File: src/hw/hcw_defines.svh
// Purpose: Constants for the host control word logic.
// Assumes: Control and status words are 16 bits wide.
// Notes:   Offsets are word indices relative to the exchange base word.
// Summary of operation
// Base word is 1500 plus 25 times unit
// Thirteen consecutive control and status words provided
// Bit 0 low blocks all stored programs
// Bit 0 fall stops everything, clears outputs
// Bit 0 rise launches power-up programs
// Bit 1 low holds axes watchdog off
// Bit 1 fall halts; rise empties buffers
// Bit 2 rise stops programs, fast halt
// Bit 2 fall does nothing
// Bit 3 gates outputs from array 8-15
// Mapping lost on restart or power cycle
// Latest mapping configuration fully replaces earlier
// Host-routed I/O adds one host scan
// Table memory excluded from cyclic mapping
// Host should set mapping at startup
// Status word bits 8-11 echo control
// Control bits 4-15 ignored by unit
// Edges found against previous received word
`ifndef HCW_DEFINES_SVH
`define HCW_DEFINES_SVH
`define HCW_BASE_WORD    16'h05DC
`define HCW_UNIT_STRIDE  16'h0019
`define HCW_NUM_WORDS    16'h000D
`define HCW_IDX_CTRL     4'h0
`define HCW_IDX_STAT     4'h1
`define HCW_BIT_RUN      0
`define HCW_BIT_WDOG     1
`define HCW_BIT_DECEL    2
`define HCW_BIT_OUTEN    3
`define HCW_STAT_OPER    0
`define HCW_STAT_WDON    1
`define HCW_STAT_ECHO_LO 8
`define HCW_AREA_TABLE   3'h7
`define HCW_CTRL_RESET   16'h0000
`define HCW_MAP_RESET    16'h0000
`endif

File: src/hw/hcw_pkg.sv
// Purpose: Types for the host control word logic.
// Assumes: Constants come from the defines header.
// Notes:   The whole module state is one packed struct.
`default_nettype none
package hcw_pkg;
  typedef struct packed {
    logic [3:0]  us1;
    logic [3:0]  us2;
    logic        strap_done;
    logic [1:0]  strap_wait;
    logic [15:0] base;
    logic [15:0] ctl;
    logic [15:0] rd_data;
    logic        rd_valid;
    logic        run_en;
    logic        wd_on;
    logic        prog_stop;
    logic        launch;
    logic        halt;
    logic        buf_clr;
    logic        fast_halt;
    logic        dout_clr;
    logic [7:0]  dout;
    logic [15:0] io_stage;
    logic [15:0] io_out;
    logic [15:0] map_cfg;
    logic        map_valid;
    logic        map_reject;
    logic        table_wr;
  } hcw_state_type;
endpackage
`default_nettype wire

File: src/hw/hcw_logic.sv
// Purpose: Interprets the cyclic host control word of a motion unit.
// Assumes: The exchange port, program engine and mapping sources share ref_clk.
// Notes:   Only the unit number strap comes from a pin and is synchronised.
`include "hcw_defines.svh"
`default_nettype none
module hcw_logic (
  // Clock and reset.
  input  wire logic                 ref_clk,
  input  wire logic                 reset,
  // Unit number strap pin.
  input  wire logic [3:0]           unit_number,
  // Cyclic exchange word port from the host.
  input  wire logic                 xchg_wr,
  input  wire logic                 xchg_rd,
  input  wire logic [15:0]          xchg_addr,
  input  wire logic [15:0]          xchg_wr_data,
  output logic [15:0]               xchg_rd_data,
  output logic                      xchg_rd_valid,
  // Unit state shown in the status words.
  input  wire logic                 unit_operational,
  input  wire logic [175:0]         status_words_in,
  // Program engine interface.
  input  wire logic                 wd_set_req,
  input  wire logic                 wd_clr_req,
  output logic                      prog_run_enable,
  output logic                      prog_stop_all,
  output logic                      startup_launch,
  output logic                      axes_wd_on,
  output logic                      motion_halt,
  output logic                      motion_buf_clear,
  output logic                      fast_halt,
  // Digital outputs.
  input  wire logic [15:0]          digital_output_array,
  output logic                      dout_array_clear,
  output logic [7:0]                digital_out,
  // Host-routed I/O relay.
  input  wire logic                 scan_tick,
  input  wire logic [15:0]          host_io_in,
  output logic [15:0]               host_io_out,
  // Cyclic mapping setup.
  input  wire logic                 unit_restart,
  input  wire logic                 host_power_cycle,
  input  wire logic                 map_host_wr,
  input  wire logic [15:0]          map_host_cfg,
  input  wire logic                 map_unit_wr,
  input  wire logic [15:0]          map_unit_cfg,
  output logic [15:0]               map_cfg,
  output logic                      map_valid,
  output logic                      map_reject,
  // Message-based table memory write.
  input  wire logic                 msg_table_wr,
  output logic                      table_wr_en
);
  import hcw_pkg::*;

  hcw_state_type state_ff;
  hcw_state_type nxt_state;

  logic [15:0] word_idx;
  logic        in_window;
  logic        wr_ctl;
  logic [3:0]  newc;
  logic [3:0]  oldc;
  logic        rise0;
  logic        fall0;
  logic        rise1;
  logic        fall1;
  logic        rise2;
  logic        map_pick;
  logic [15:0] map_new;
  logic [15:0] first_stat;
  logic [15:0] stat_w [0:12];

  // Window decode relative to the base word of this unit.
  assign word_idx  = xchg_addr - state_ff.base;
  assign in_window = state_ff.strap_done && (xchg_addr >= state_ff.base)
                     && (word_idx < `HCW_NUM_WORDS);

  // Only the control word at the base is writable.
  assign wr_ctl = xchg_wr && in_window
                  && (word_idx[3:0] == `HCW_IDX_CTRL);

  // Edges compare the new word with the previously received one.
  assign newc  = xchg_wr_data[3:0];
  assign oldc  = state_ff.ctl[3:0];
  assign rise0 = wr_ctl && newc[`HCW_BIT_RUN] && !oldc[`HCW_BIT_RUN];
  assign fall0 = wr_ctl && !newc[`HCW_BIT_RUN] && oldc[`HCW_BIT_RUN];
  assign rise1 = wr_ctl && newc[`HCW_BIT_WDOG] && !oldc[`HCW_BIT_WDOG];
  assign fall1 = wr_ctl && !newc[`HCW_BIT_WDOG] && oldc[`HCW_BIT_WDOG];
  // Falling bit 2 has no decode at all.
  assign rise2 = wr_ctl && newc[`HCW_BIT_DECEL] && !oldc[`HCW_BIT_DECEL];

  // First status word: operational, watchdog state and control echo.
  always_comb begin
    first_stat = 16'h0000;
    first_stat[`HCW_STAT_OPER] = unit_operational;
    first_stat[`HCW_STAT_WDON] = state_ff.wd_on;
    first_stat[`HCW_STAT_ECHO_LO +: 4] = state_ff.ctl[3:0];
  end

  // Word table: control, first status, then the remaining status words.
  assign stat_w[0] = state_ff.ctl;
  assign stat_w[1] = first_stat;
  genvar gi;
  generate
    for (gi = 2; gi < 13; gi = gi + 1) begin : g_stat
      assign stat_w[gi] = status_words_in[(gi-2)*16 +: 16];
    end
  endgenerate

  // Last applied mapping wins; the unit side wins a same-cycle tie.
  assign map_pick = map_unit_wr;
  assign map_new  = map_pick ? map_unit_cfg : map_host_cfg;

  // Next-state logic for the whole block.
  always_comb begin
    nxt_state = state_ff;
    // Strap passes two flops, then is caught once after release.
    // Reset clears the synchroniser, so wait until the second flop holds the pin.
    nxt_state.us1 = unit_number;
    nxt_state.us2 = state_ff.us1;
    if (!state_ff.strap_done) begin
      if (state_ff.strap_wait == 2'h2) begin
        nxt_state.strap_done = 1'b1;
        nxt_state.base = `HCW_BASE_WORD
                         + (`HCW_UNIT_STRIDE * {12'h000, state_ff.us2});
      end else begin
        nxt_state.strap_wait = state_ff.strap_wait + 2'h1;
      end
    end
    // Pulses default low.
    nxt_state.prog_stop  = 1'b0;
    nxt_state.launch     = 1'b0;
    nxt_state.halt       = 1'b0;
    nxt_state.buf_clr    = 1'b0;
    nxt_state.fast_halt  = 1'b0;
    nxt_state.dout_clr   = 1'b0;
    nxt_state.map_reject = 1'b0;
    nxt_state.rd_valid   = 1'b0;
    // Reads answer one cycle later; outside the window they return zero.
    if (xchg_rd) begin
      nxt_state.rd_valid = 1'b1;
      nxt_state.rd_data  = in_window ? stat_w[word_idx[3:0]] : 16'h0000;
    end
    // Control word capture with full readback.
    if (wr_ctl) begin
      nxt_state.ctl = xchg_wr_data;
    end
    // Programs may run only while bit 0 is high.
    nxt_state.run_en = nxt_state.ctl[`HCW_BIT_RUN];
    if (fall0) begin
      nxt_state.prog_stop = 1'b1;
      nxt_state.halt      = 1'b1;
      nxt_state.buf_clr   = 1'b1;
      nxt_state.dout_clr  = 1'b1;
    end
    if (rise0) begin
      nxt_state.launch = 1'b1;
    end
    if (fall1) begin
      nxt_state.halt    = 1'b1;
      nxt_state.buf_clr = 1'b1;
    end
    if (rise1) begin
      nxt_state.buf_clr = 1'b1;
    end
    if (rise2) begin
      nxt_state.prog_stop = 1'b1;
      nxt_state.fast_halt = 1'b1;
    end
    // Axes watchdog: programs steer it only while bit 1 allows.
    if (wd_set_req) begin
      nxt_state.wd_on = 1'b1;
    end else if (wd_clr_req) begin
      nxt_state.wd_on = 1'b0;
    end
    if (!nxt_state.ctl[`HCW_BIT_WDOG] || fall0 || fall1) begin
      nxt_state.wd_on = 1'b0;
    end
    // Outputs follow array elements 8 to 15 only while bit 3 is high.
    if (state_ff.ctl[`HCW_BIT_OUTEN] && !fall0) begin
      nxt_state.dout = digital_output_array[15:8];
    end else begin
      nxt_state.dout = 8'h00;
    end
    // Host-routed I/O is staged one full scan before use.
    if (scan_tick) begin
      nxt_state.io_stage = host_io_in;
      nxt_state.io_out   = state_ff.io_stage;
    end
    // Mapping setup; the table memory area is refused.
    if (map_host_wr || map_unit_wr) begin
      if (map_new[2:0] == `HCW_AREA_TABLE) begin
        nxt_state.map_reject = 1'b1;
      end else begin
        nxt_state.map_cfg   = map_new;
        nxt_state.map_valid = 1'b1;
      end
    end
    // Restart or host power cycle drops the mapping.
    if (unit_restart || host_power_cycle) begin
      nxt_state.map_cfg   = `HCW_MAP_RESET;
      nxt_state.map_valid = 1'b0;
    end
    // Table memory is written only by the message command.
    nxt_state.table_wr = msg_table_wr;
  end

  // State register with constant reset values.
  always_ff @(posedge ref_clk or posedge reset) begin
    if (reset) begin
      state_ff <= '0;
      state_ff.ctl <= `HCW_CTRL_RESET;
      state_ff.map_cfg <= `HCW_MAP_RESET;
    end else begin
      state_ff <= nxt_state;
    end
  end

  // Outputs straight from the state register.
  assign xchg_rd_data     = state_ff.rd_data;
  assign xchg_rd_valid    = state_ff.rd_valid;
  assign prog_run_enable  = state_ff.run_en;
  assign prog_stop_all    = state_ff.prog_stop;
  assign startup_launch   = state_ff.launch;
  assign axes_wd_on       = state_ff.wd_on;
  assign motion_halt      = state_ff.halt;
  assign motion_buf_clear = state_ff.buf_clr;
  assign fast_halt        = state_ff.fast_halt;
  assign dout_array_clear = state_ff.dout_clr;
  assign digital_out      = state_ff.dout;
  assign host_io_out      = state_ff.io_out;
  assign map_cfg          = state_ff.map_cfg;
  assign map_valid        = state_ff.map_valid;
  assign map_reject       = state_ff.map_reject;
  assign table_wr_en      = state_ff.table_wr;
endmodule
`default_nettype wire

File: config.mk
export PLATFORM = sky130hd
export DESIGN_NAME = hcw_logic
export DESIGN_NICKNAME = d
export VERILOG_FILES = /design/src/hw/hcw_pkg.sv /design/src/hw/hcw_logic.sv
export VERILOG_INCLUDE_DIRS = /design/src /design/src/hw
export SDC_FILE = /design/constraint.sdc
export NUM_CORES = 1
export LEC_CHECK = 0
export ABC_AREA = 1
export BUFFER_PORTS_ARGS = -buffer_cell sky130_fd_sc_hd__buf_2
export CAP_MARGIN = 0
export CORE_MARGIN = 10
export CORE_UTILIZATION = 31
export DETAILED_ROUTE_END_ITERATION = 6
export PLACE_DENSITY_LB_ADDON = 0.12
export SKIP_LAST_GASP = 1
export SLEW_MARGIN = 15
export SYNTH_ARGS = -nofsm -noshare
export SYNTH_HDL_FRONTEND = slang
export SYNTH_SLANG_ARGS = --single-unit
File: constraint.sdc
create_clock -name ref_clk -period 5.5 [get_ports ref_clk]
set_input_delay 0.825 -clock ref_clk [delete_from_list [all_inputs] [get_ports ref_clk]]
set_output_delay 0.825 -clock ref_clk [all_outputs]
set_load 0.05 [all_outputs]
======== Word-level counts from Yosys, hierarchy flattened ========
Cells that the tools add are included.
word-level totals
  memory bits (read-only) ................. 0
  word-level logic and storage cells ...... 95
  RAM bits ................................ 0
  memories ................................ 0
  flip-flop bits (word level) ............. 127
  input port bits ......................... 289
  output and inout bits ................... 68
  bits in latches ......................... 0
operators by class
  $lt $le $gt $ge ......................... 3
  multiply operators ...................... 1
  shift-type cells ........................ 0
  muxes and demuxes ....................... 26
  eq/ne operators ......................... 3
  divide/modulo/power cells ............... 0
  reduce and logical (&&, ||, !) cells .... 32
  bitwise operators ....................... 3
  add/sub/neg operators ................... 3
operator list
  operator                                                                number
  16-bit two-way mux                                                      5
  16-bit binary-select mux with 4-bit select                              1
  17-bit two-way mux                                                      2
  19-bit two-way mux                                                      1
  18-bit two-way mux                                                      1
  16-bit >= comparator                                                    1
  16-bit by 4-bit < comparator with 1-bit output (second input constant)  1
  16-bit subtractor                                                       1
  1-bit logical AND                                                       15
  11-bit by 9-bit adder with 12-bit output (first input constant)         1
  1-bit two-way mux                                                       11
  5-bit by 4-bit multiplier with 9-bit output (first input constant)      1
  2-bit two-way mux                                                       4
  8-bit two-way mux                                                       1
  1-bit logical NOT                                                       7
  2-bit AND reduction                                                     3
  5-bit >= comparator (second input constant)                             1
  4-bit NOT with 5-bit output                                             1
  4-bit logical NOT                                                       1
  1-bit logical OR                                                        4
  3-bit equality test (second input constant)                             1
  3-bit nonzero test                                                      1
  2-bit by 1-bit adder with 2-bit output (second input constant)          1
  2-bit equality test (second input constant)                             1
  3 further kinds                                                         4

======== Depth between registers and ports, before layout ========
  depth in word-level cells ............... 10
  mapped depth ............................ 20
  mapped depth without buffers ............ 19

======== Worst setup path before layout ========
Ideal clock, no wire load.
  path type ............................... input to register
  start point ............................. input xchg_addr[0]
  end point ............................... register state_ff, in the netlist xchg_rd_data[0]
  data arrival time ....................... 2.791 ns
  library setup time ...................... 0.123 ns
  data required time ...................... 5.377 ns
  stages on the path ...................... 18
  path buffers ............................ 2
  path slack .............................. 2.586 ns
  path through ............................ inv_1 > ha_1 > fa_1 > nand2_1 > clkinv_1 > nor2_1 > nand3_1 > nand2_1 > nor2_1 > nand2_1 > nor2_2 > nand2_1 > nor2_2 > and2_4 > buf_8 > nand2_4 > buf_6 > o21ai_2
on the way
  word-level cells in the longest chain between the ends .. 6
  elaborated cells between the ends (all ways) .. 10
  those cells by class .................... add/sub: 1; order compare: 2; mux: 4; bitwise: 1; reduce/logical: 2
ends and longest elaborated chain
  what                                                       line              RTL
  from (decl)                                                hcw_logic.sv:15   input wire logic [15:0] xchg_addr,
  branches (longest 5 deep; another with 16-bit subtractor)  n/a
  16-bit two-way mux (*)                                     hcw_logic.sv:143  nxt_state.rd_data = in_window ? stat_w[word_idx[3:0]] : 16'h0000;
  to (signal assigned)                                       hcw_logic.sv:216  state_ff <= nxt_state;
  to (decl)                                                  hcw_logic.sv:56   hcw_state_type state_ff;
Mark *: on every way between the ends. The select of a mux whose other input is x is not followed.
A chain may end at the register's enable or synchronous reset.

======== Worst setup path in the final report ========
  start point ............................. input xchg_addr[0]
  end point ............................... register state_ff, in the netlist first_stat[11]
on the way
  word-level cells in the longest chain between the ends .. 5
  elaborated cells between the ends (all ways) .. 8
  those cells by class .................... add/sub: 1; order compare: 2; reduce/logical: 5
ends and longest elaborated chain
  what                                                                                                  line                              RTL
  16-bit subtractor / 16-bit >= comparator (equally long branches)                                      hcw_logic.sv:75, hcw_logic.sv:76
  16-bit by 4-bit < comparator with 1-bit output (no line) / 1-bit logical AND (equally long branches)  n/a
  1-bit logical AND                                                                                     hcw_logic.sv:76                   assign in_window = state_ff.strap_done && (xchg_addr >= state_ff.base)
  1-bit logical AND                                                                                     hcw_logic.sv:80                   assign wr_ctl = xchg_wr && in_window
  1-bit logical AND (*)                                                                                 hcw_logic.sv:80
Every way passes the cells marked *; elsewhere a longest branch is shown, timed or not.

==> results.sh <==
export IMPL_drive_gt1_frac=0.297
export IMPL_fill_cells=2796
export IMPL_synthFlopType="dfrtp_1"
export IMPL_fmax_mhz=238
export IMPL_grt_max_degree=90
export IMPL_crit_end="first_stat[11]$_DFFE_PP0N_"
export IMPL_p_per_area_nw_per_um2=295
export IMPL_vdd_drop_max_v=0.000188
export IMPL_status="complete, no violations"
export IMPL_fin_nets=1718
export IMPL_remaining_drc_errors=0
export IMPL_r2r_end="first_stat[11]$_DFFE_PP0N_"
export IMPL_portBuffers=348
export IMPL_ctsResizeCount=0
export IMPL_crit_path_max_fanout=23
export IMPL_switching_share=0.374
export IMPL_max_cap_violations=0
export IMPL_r2r_setup_slack_ns=1.42
export IMPL_crit_family="simple AND/OR/NAND/NOR gates"
export IMPL_yosysTopAreaCell="dfrtp_1"
export IMPL_crit_arrival_ns=4.46
export IMPL_totalWireLength_mm=31.9
export IMPL_tns_ns=0
export IMPL_combPwrFrac=0.324
export IMPL_post_cts_buffers=0
export IMPL_holdWs_ns=0.343
export IMPL_power_frac_clock=0.359
export IMPL_ys_seq_area_frac=0.372
export IMPL_cts_sinks=122
export IMPL_dieArea_um2=33400
export IMPL_die_h_um=183
export IMPL_vias=8261
export IMPL_worst_hold_path_type="flip-flop to flip-flop"
export IMPL_die_width_um=183
export IMPL_rsz0062_at_grt="false"
export IMPL_r2r_start="state_ff[100]$_DFFE_PP0P_"
export IMPL_wl_per_cell_um=18.2
export IMPL_synth_seq_cells=122
export IMPL_coreArea_um2=26100
export IMPL_switchingPower_mw=1.14
export IMPL_clk_pin_slew_ns=0.06
export IMPL_drtIter0Drc=427
export IMPL_hold_viol=0
export IMPL_crit_start="xchg_addr[0]"
export IMPL_relSlewSlack=0.363
export IMPL_crit_path_frequent_cell="nor2_1"
export IMPL_num_io_pins=357
export IMPL_multi_input_area_um2=4050
export IMPL_dp_cells=1714
export IMPL_overflow=0
export IMPL_cts_tree="yes"
export IMPL_slowest_stage="nand3_1"
export IMPL_holdBufCountCts=0
export IMPL_r2r_cells=16
export IMPL_post_route_min_period_ns=4.21
export IMPL_dp_hpwl_mm=25.3
export IMPL_required_ns=5.75
export IMPL_clock_root_buffer="clkbuf_16"
export IMPL_synth_edff_count=0
export IMPL_endpoint_kind="flip-flop"
export IMPL_row_count=59
export IMPL_seqPwrFrac=0.317
export IMPL_synth_top_area_frac=0.372
export IMPL_async_flop_share=1.00
export IMPL_path_depth=18
export IMPL_routed_via_density=4.72
export IMPL_critPathBufInv=4
export IMPL_min_period_over_period=0.765
export IMPL_yosys_cell_types_count=43
export IMPL_netlist_area_um2=8210
export IMPL_crit_chain="buf_2, inv_1, ha_4, fa_1, buf_4, nand2_1, clkinv_1, nor2_1, nand3_1, nand2_1, nor2_1, nand2_1, nor2_1, nand2_1, nor2_1, nand3_1, nor2_1, a21oi_1"
export IMPL_worstMarginPinSlew_ns=0.955
export IMPL_start_kind="input pin"
export IMPL_finalClockSkew_ns=0.0106
export IMPL_ys_warn_count=0
export IMPL_grt_usage=0.182
export IMPL_synth_fp_nets=1457
export IMPL_leakagePower_nw=5.64
export IMPL_slew_viol_final=0
export IMPL_gp_congestion=0.862
export IMPL_ff_latch_area_um2=3050
export IMPL_cts_buffers=17
export IMPL_synth_cells=1137
export IMPL_synth_area_leaders="dfrtp_1, nand2_1, a21oi_1"
export IMPL_instances_no_fill=1749
export IMPL_cts_max_level=4
export IMPL_area_growth_pct=26.2
export IMPL_finalSetupViolations=0
export IMPL_crit_type="input pin to flip-flop"
export IMPL_antenna_found_initial=3
export IMPL_cpPeakStageDelay_ns=0.64
export IMPL_drt_first_pass_iters=5
export IMPL_total_power_mw=3.05
export IMPL_antenna_left=0
export IMPL_grt_pass1_wl_mm=48.0
export IMPL_first_global_vias=8412
export IMPL_clock_latency_ns=0.42
export IMPL_clock_path_buffers=2
export IMPL_syn_avg_cell_area_um2=7.22
export IMPL_power_internal_mw=1.91
export IMPL_initial_core_util=0.315
-- per-layer routing --
layer | up-vias | part of all wire | global-route usage
li1 | 4200 | - | -
met1 | 3753 | 0.42 | 0.212
met2 | 283 | 0.49 | 0.316
met3 | 25 | 0.071 | 0.0492
met4 | 0 | 0.022 | 0.0635
met5 | - | 0 | 0
-- cell usage after synthesis, drive strengths merged (4+ instances only) --
library cell and count:
a21oi 140, o21ai 88, mux2i 13, ha 27, a22oi 6, dfrtp 122, inv 121, nor2 94
clkbuf 42, a32o 16, o31ai 15, nand3 48, buf 72, nand4 6, o22ai 13, a211oi 4
nand2 288, fa 4
-- logic make-up after synthesis --
kind of cell             count (synthesis)  synth area share
adder cells (fa/ha/maj)                 31            0.0509
multiplexers                            13            0.0158
flip-flops                             122             0.372
buffers and inverters                  237             0.137
AND/OR/NAND/NOR                        444             0.220
XOR/XNOR                                 2           0.00213
AO/OA/AOI/OAI                          288             0.202
-- layout by cell type (no fill, tap or decap), types with 10 or more instances in the layout --
cell type | Yosys | routed
a21oi_1 | 139 | 139
nor2_1 | 89 | 88
o21ai_0 | 76 | 76
o22ai_1 | 13 | 13
a32o_1 | 16 | 16
nand3_1 | 46 | 46
buf_2 | 7 | 348
ha_1 | 27 | 26
clkbuf_16 | 0 | 17
nand2_1 | 283 | 283
inv_1 | 121 | 118
o31ai_1 | 15 | 15
mux2i_1 | 13 | 13
dfrtp_1 | 122 | 122
o21ai_2 | 10 | 10
-- final cells by class --
type / instances / share of cell area
well taps: 335 / 0.0405
inverters: 123 / 0.0448
multi-input cells: 778 / 0.391
diodes: 3 / 0.000725
repair buffers: 356 / 0.174
clock buffers: 17 / 0.0411
flip-flops and latches: 122 / 0.295
clock inverters: 15 / 0.0138
-- power groups by stage --
stage                     clock network (mW)  registers (mW)  logic [mW]
final                                   1.10           0.968       0.989
after global routing                    1.16           0.974        1.11
after CTS                               1.13           0.968        1.00
after detailed placement                   0           0.985       0.996
after global placement                     0           0.983       0.992
after floorplan                            0           0.987       0.695
-- metrics by stage --
step	util	instance area [um^2]	worst slack, ns
after floorplan	-	8210	1.43
after global placement	0.375	9780	0.976
after detailed placement	0.375	9780	0.890
after CTS	0.397	10300	1.31
after global routing	0.397	10400	0.882
final	0.398	10400	1.29
-- flip-flops by register name, summed over array words and instances, names as in the netlist, 4 cells and up --
| register | cells |
|---|---|
| digital_out | 8 |
| first_stat | 4 |
| host_io_out | 16 |
| map_cfg | 16 |
| nxt_state | 4 |
| stat_w | 12 |
| state_ff | 35 |
| xchg_rd_data | 16 |
-- worst min path at each step --
stage | start | endpoint | slack [ns] | cells after the start
floorplan | nxt_state[119]$_DFF_PP0_ | state_ff[119]$_DFF_PP0_ | 0.33 | 0
global placement | nxt_state[120]$_DFF_PP0_ | state_ff[120]$_DFF_PP0_ | 0.33 | 0
detailed placement | nxt_state[122]$_DFF_PP0_ | state_ff[122]$_DFF_PP0_ | 0.34 | 0
CTS | nxt_state[122]$_DFF_PP0_ | state_ff[122]$_DFF_PP0_ | 0.35 | 0
global route | nxt_state[122]$_DFF_PP0_ | state_ff[122]$_DFF_PP0_ | 0.37 | 0
finish | nxt_state[122]$_DFF_PP0_ | state_ff[122]$_DFF_PP0_ | 0.34 | 0
No activity file was read; power rests on OpenSTA's default activity.
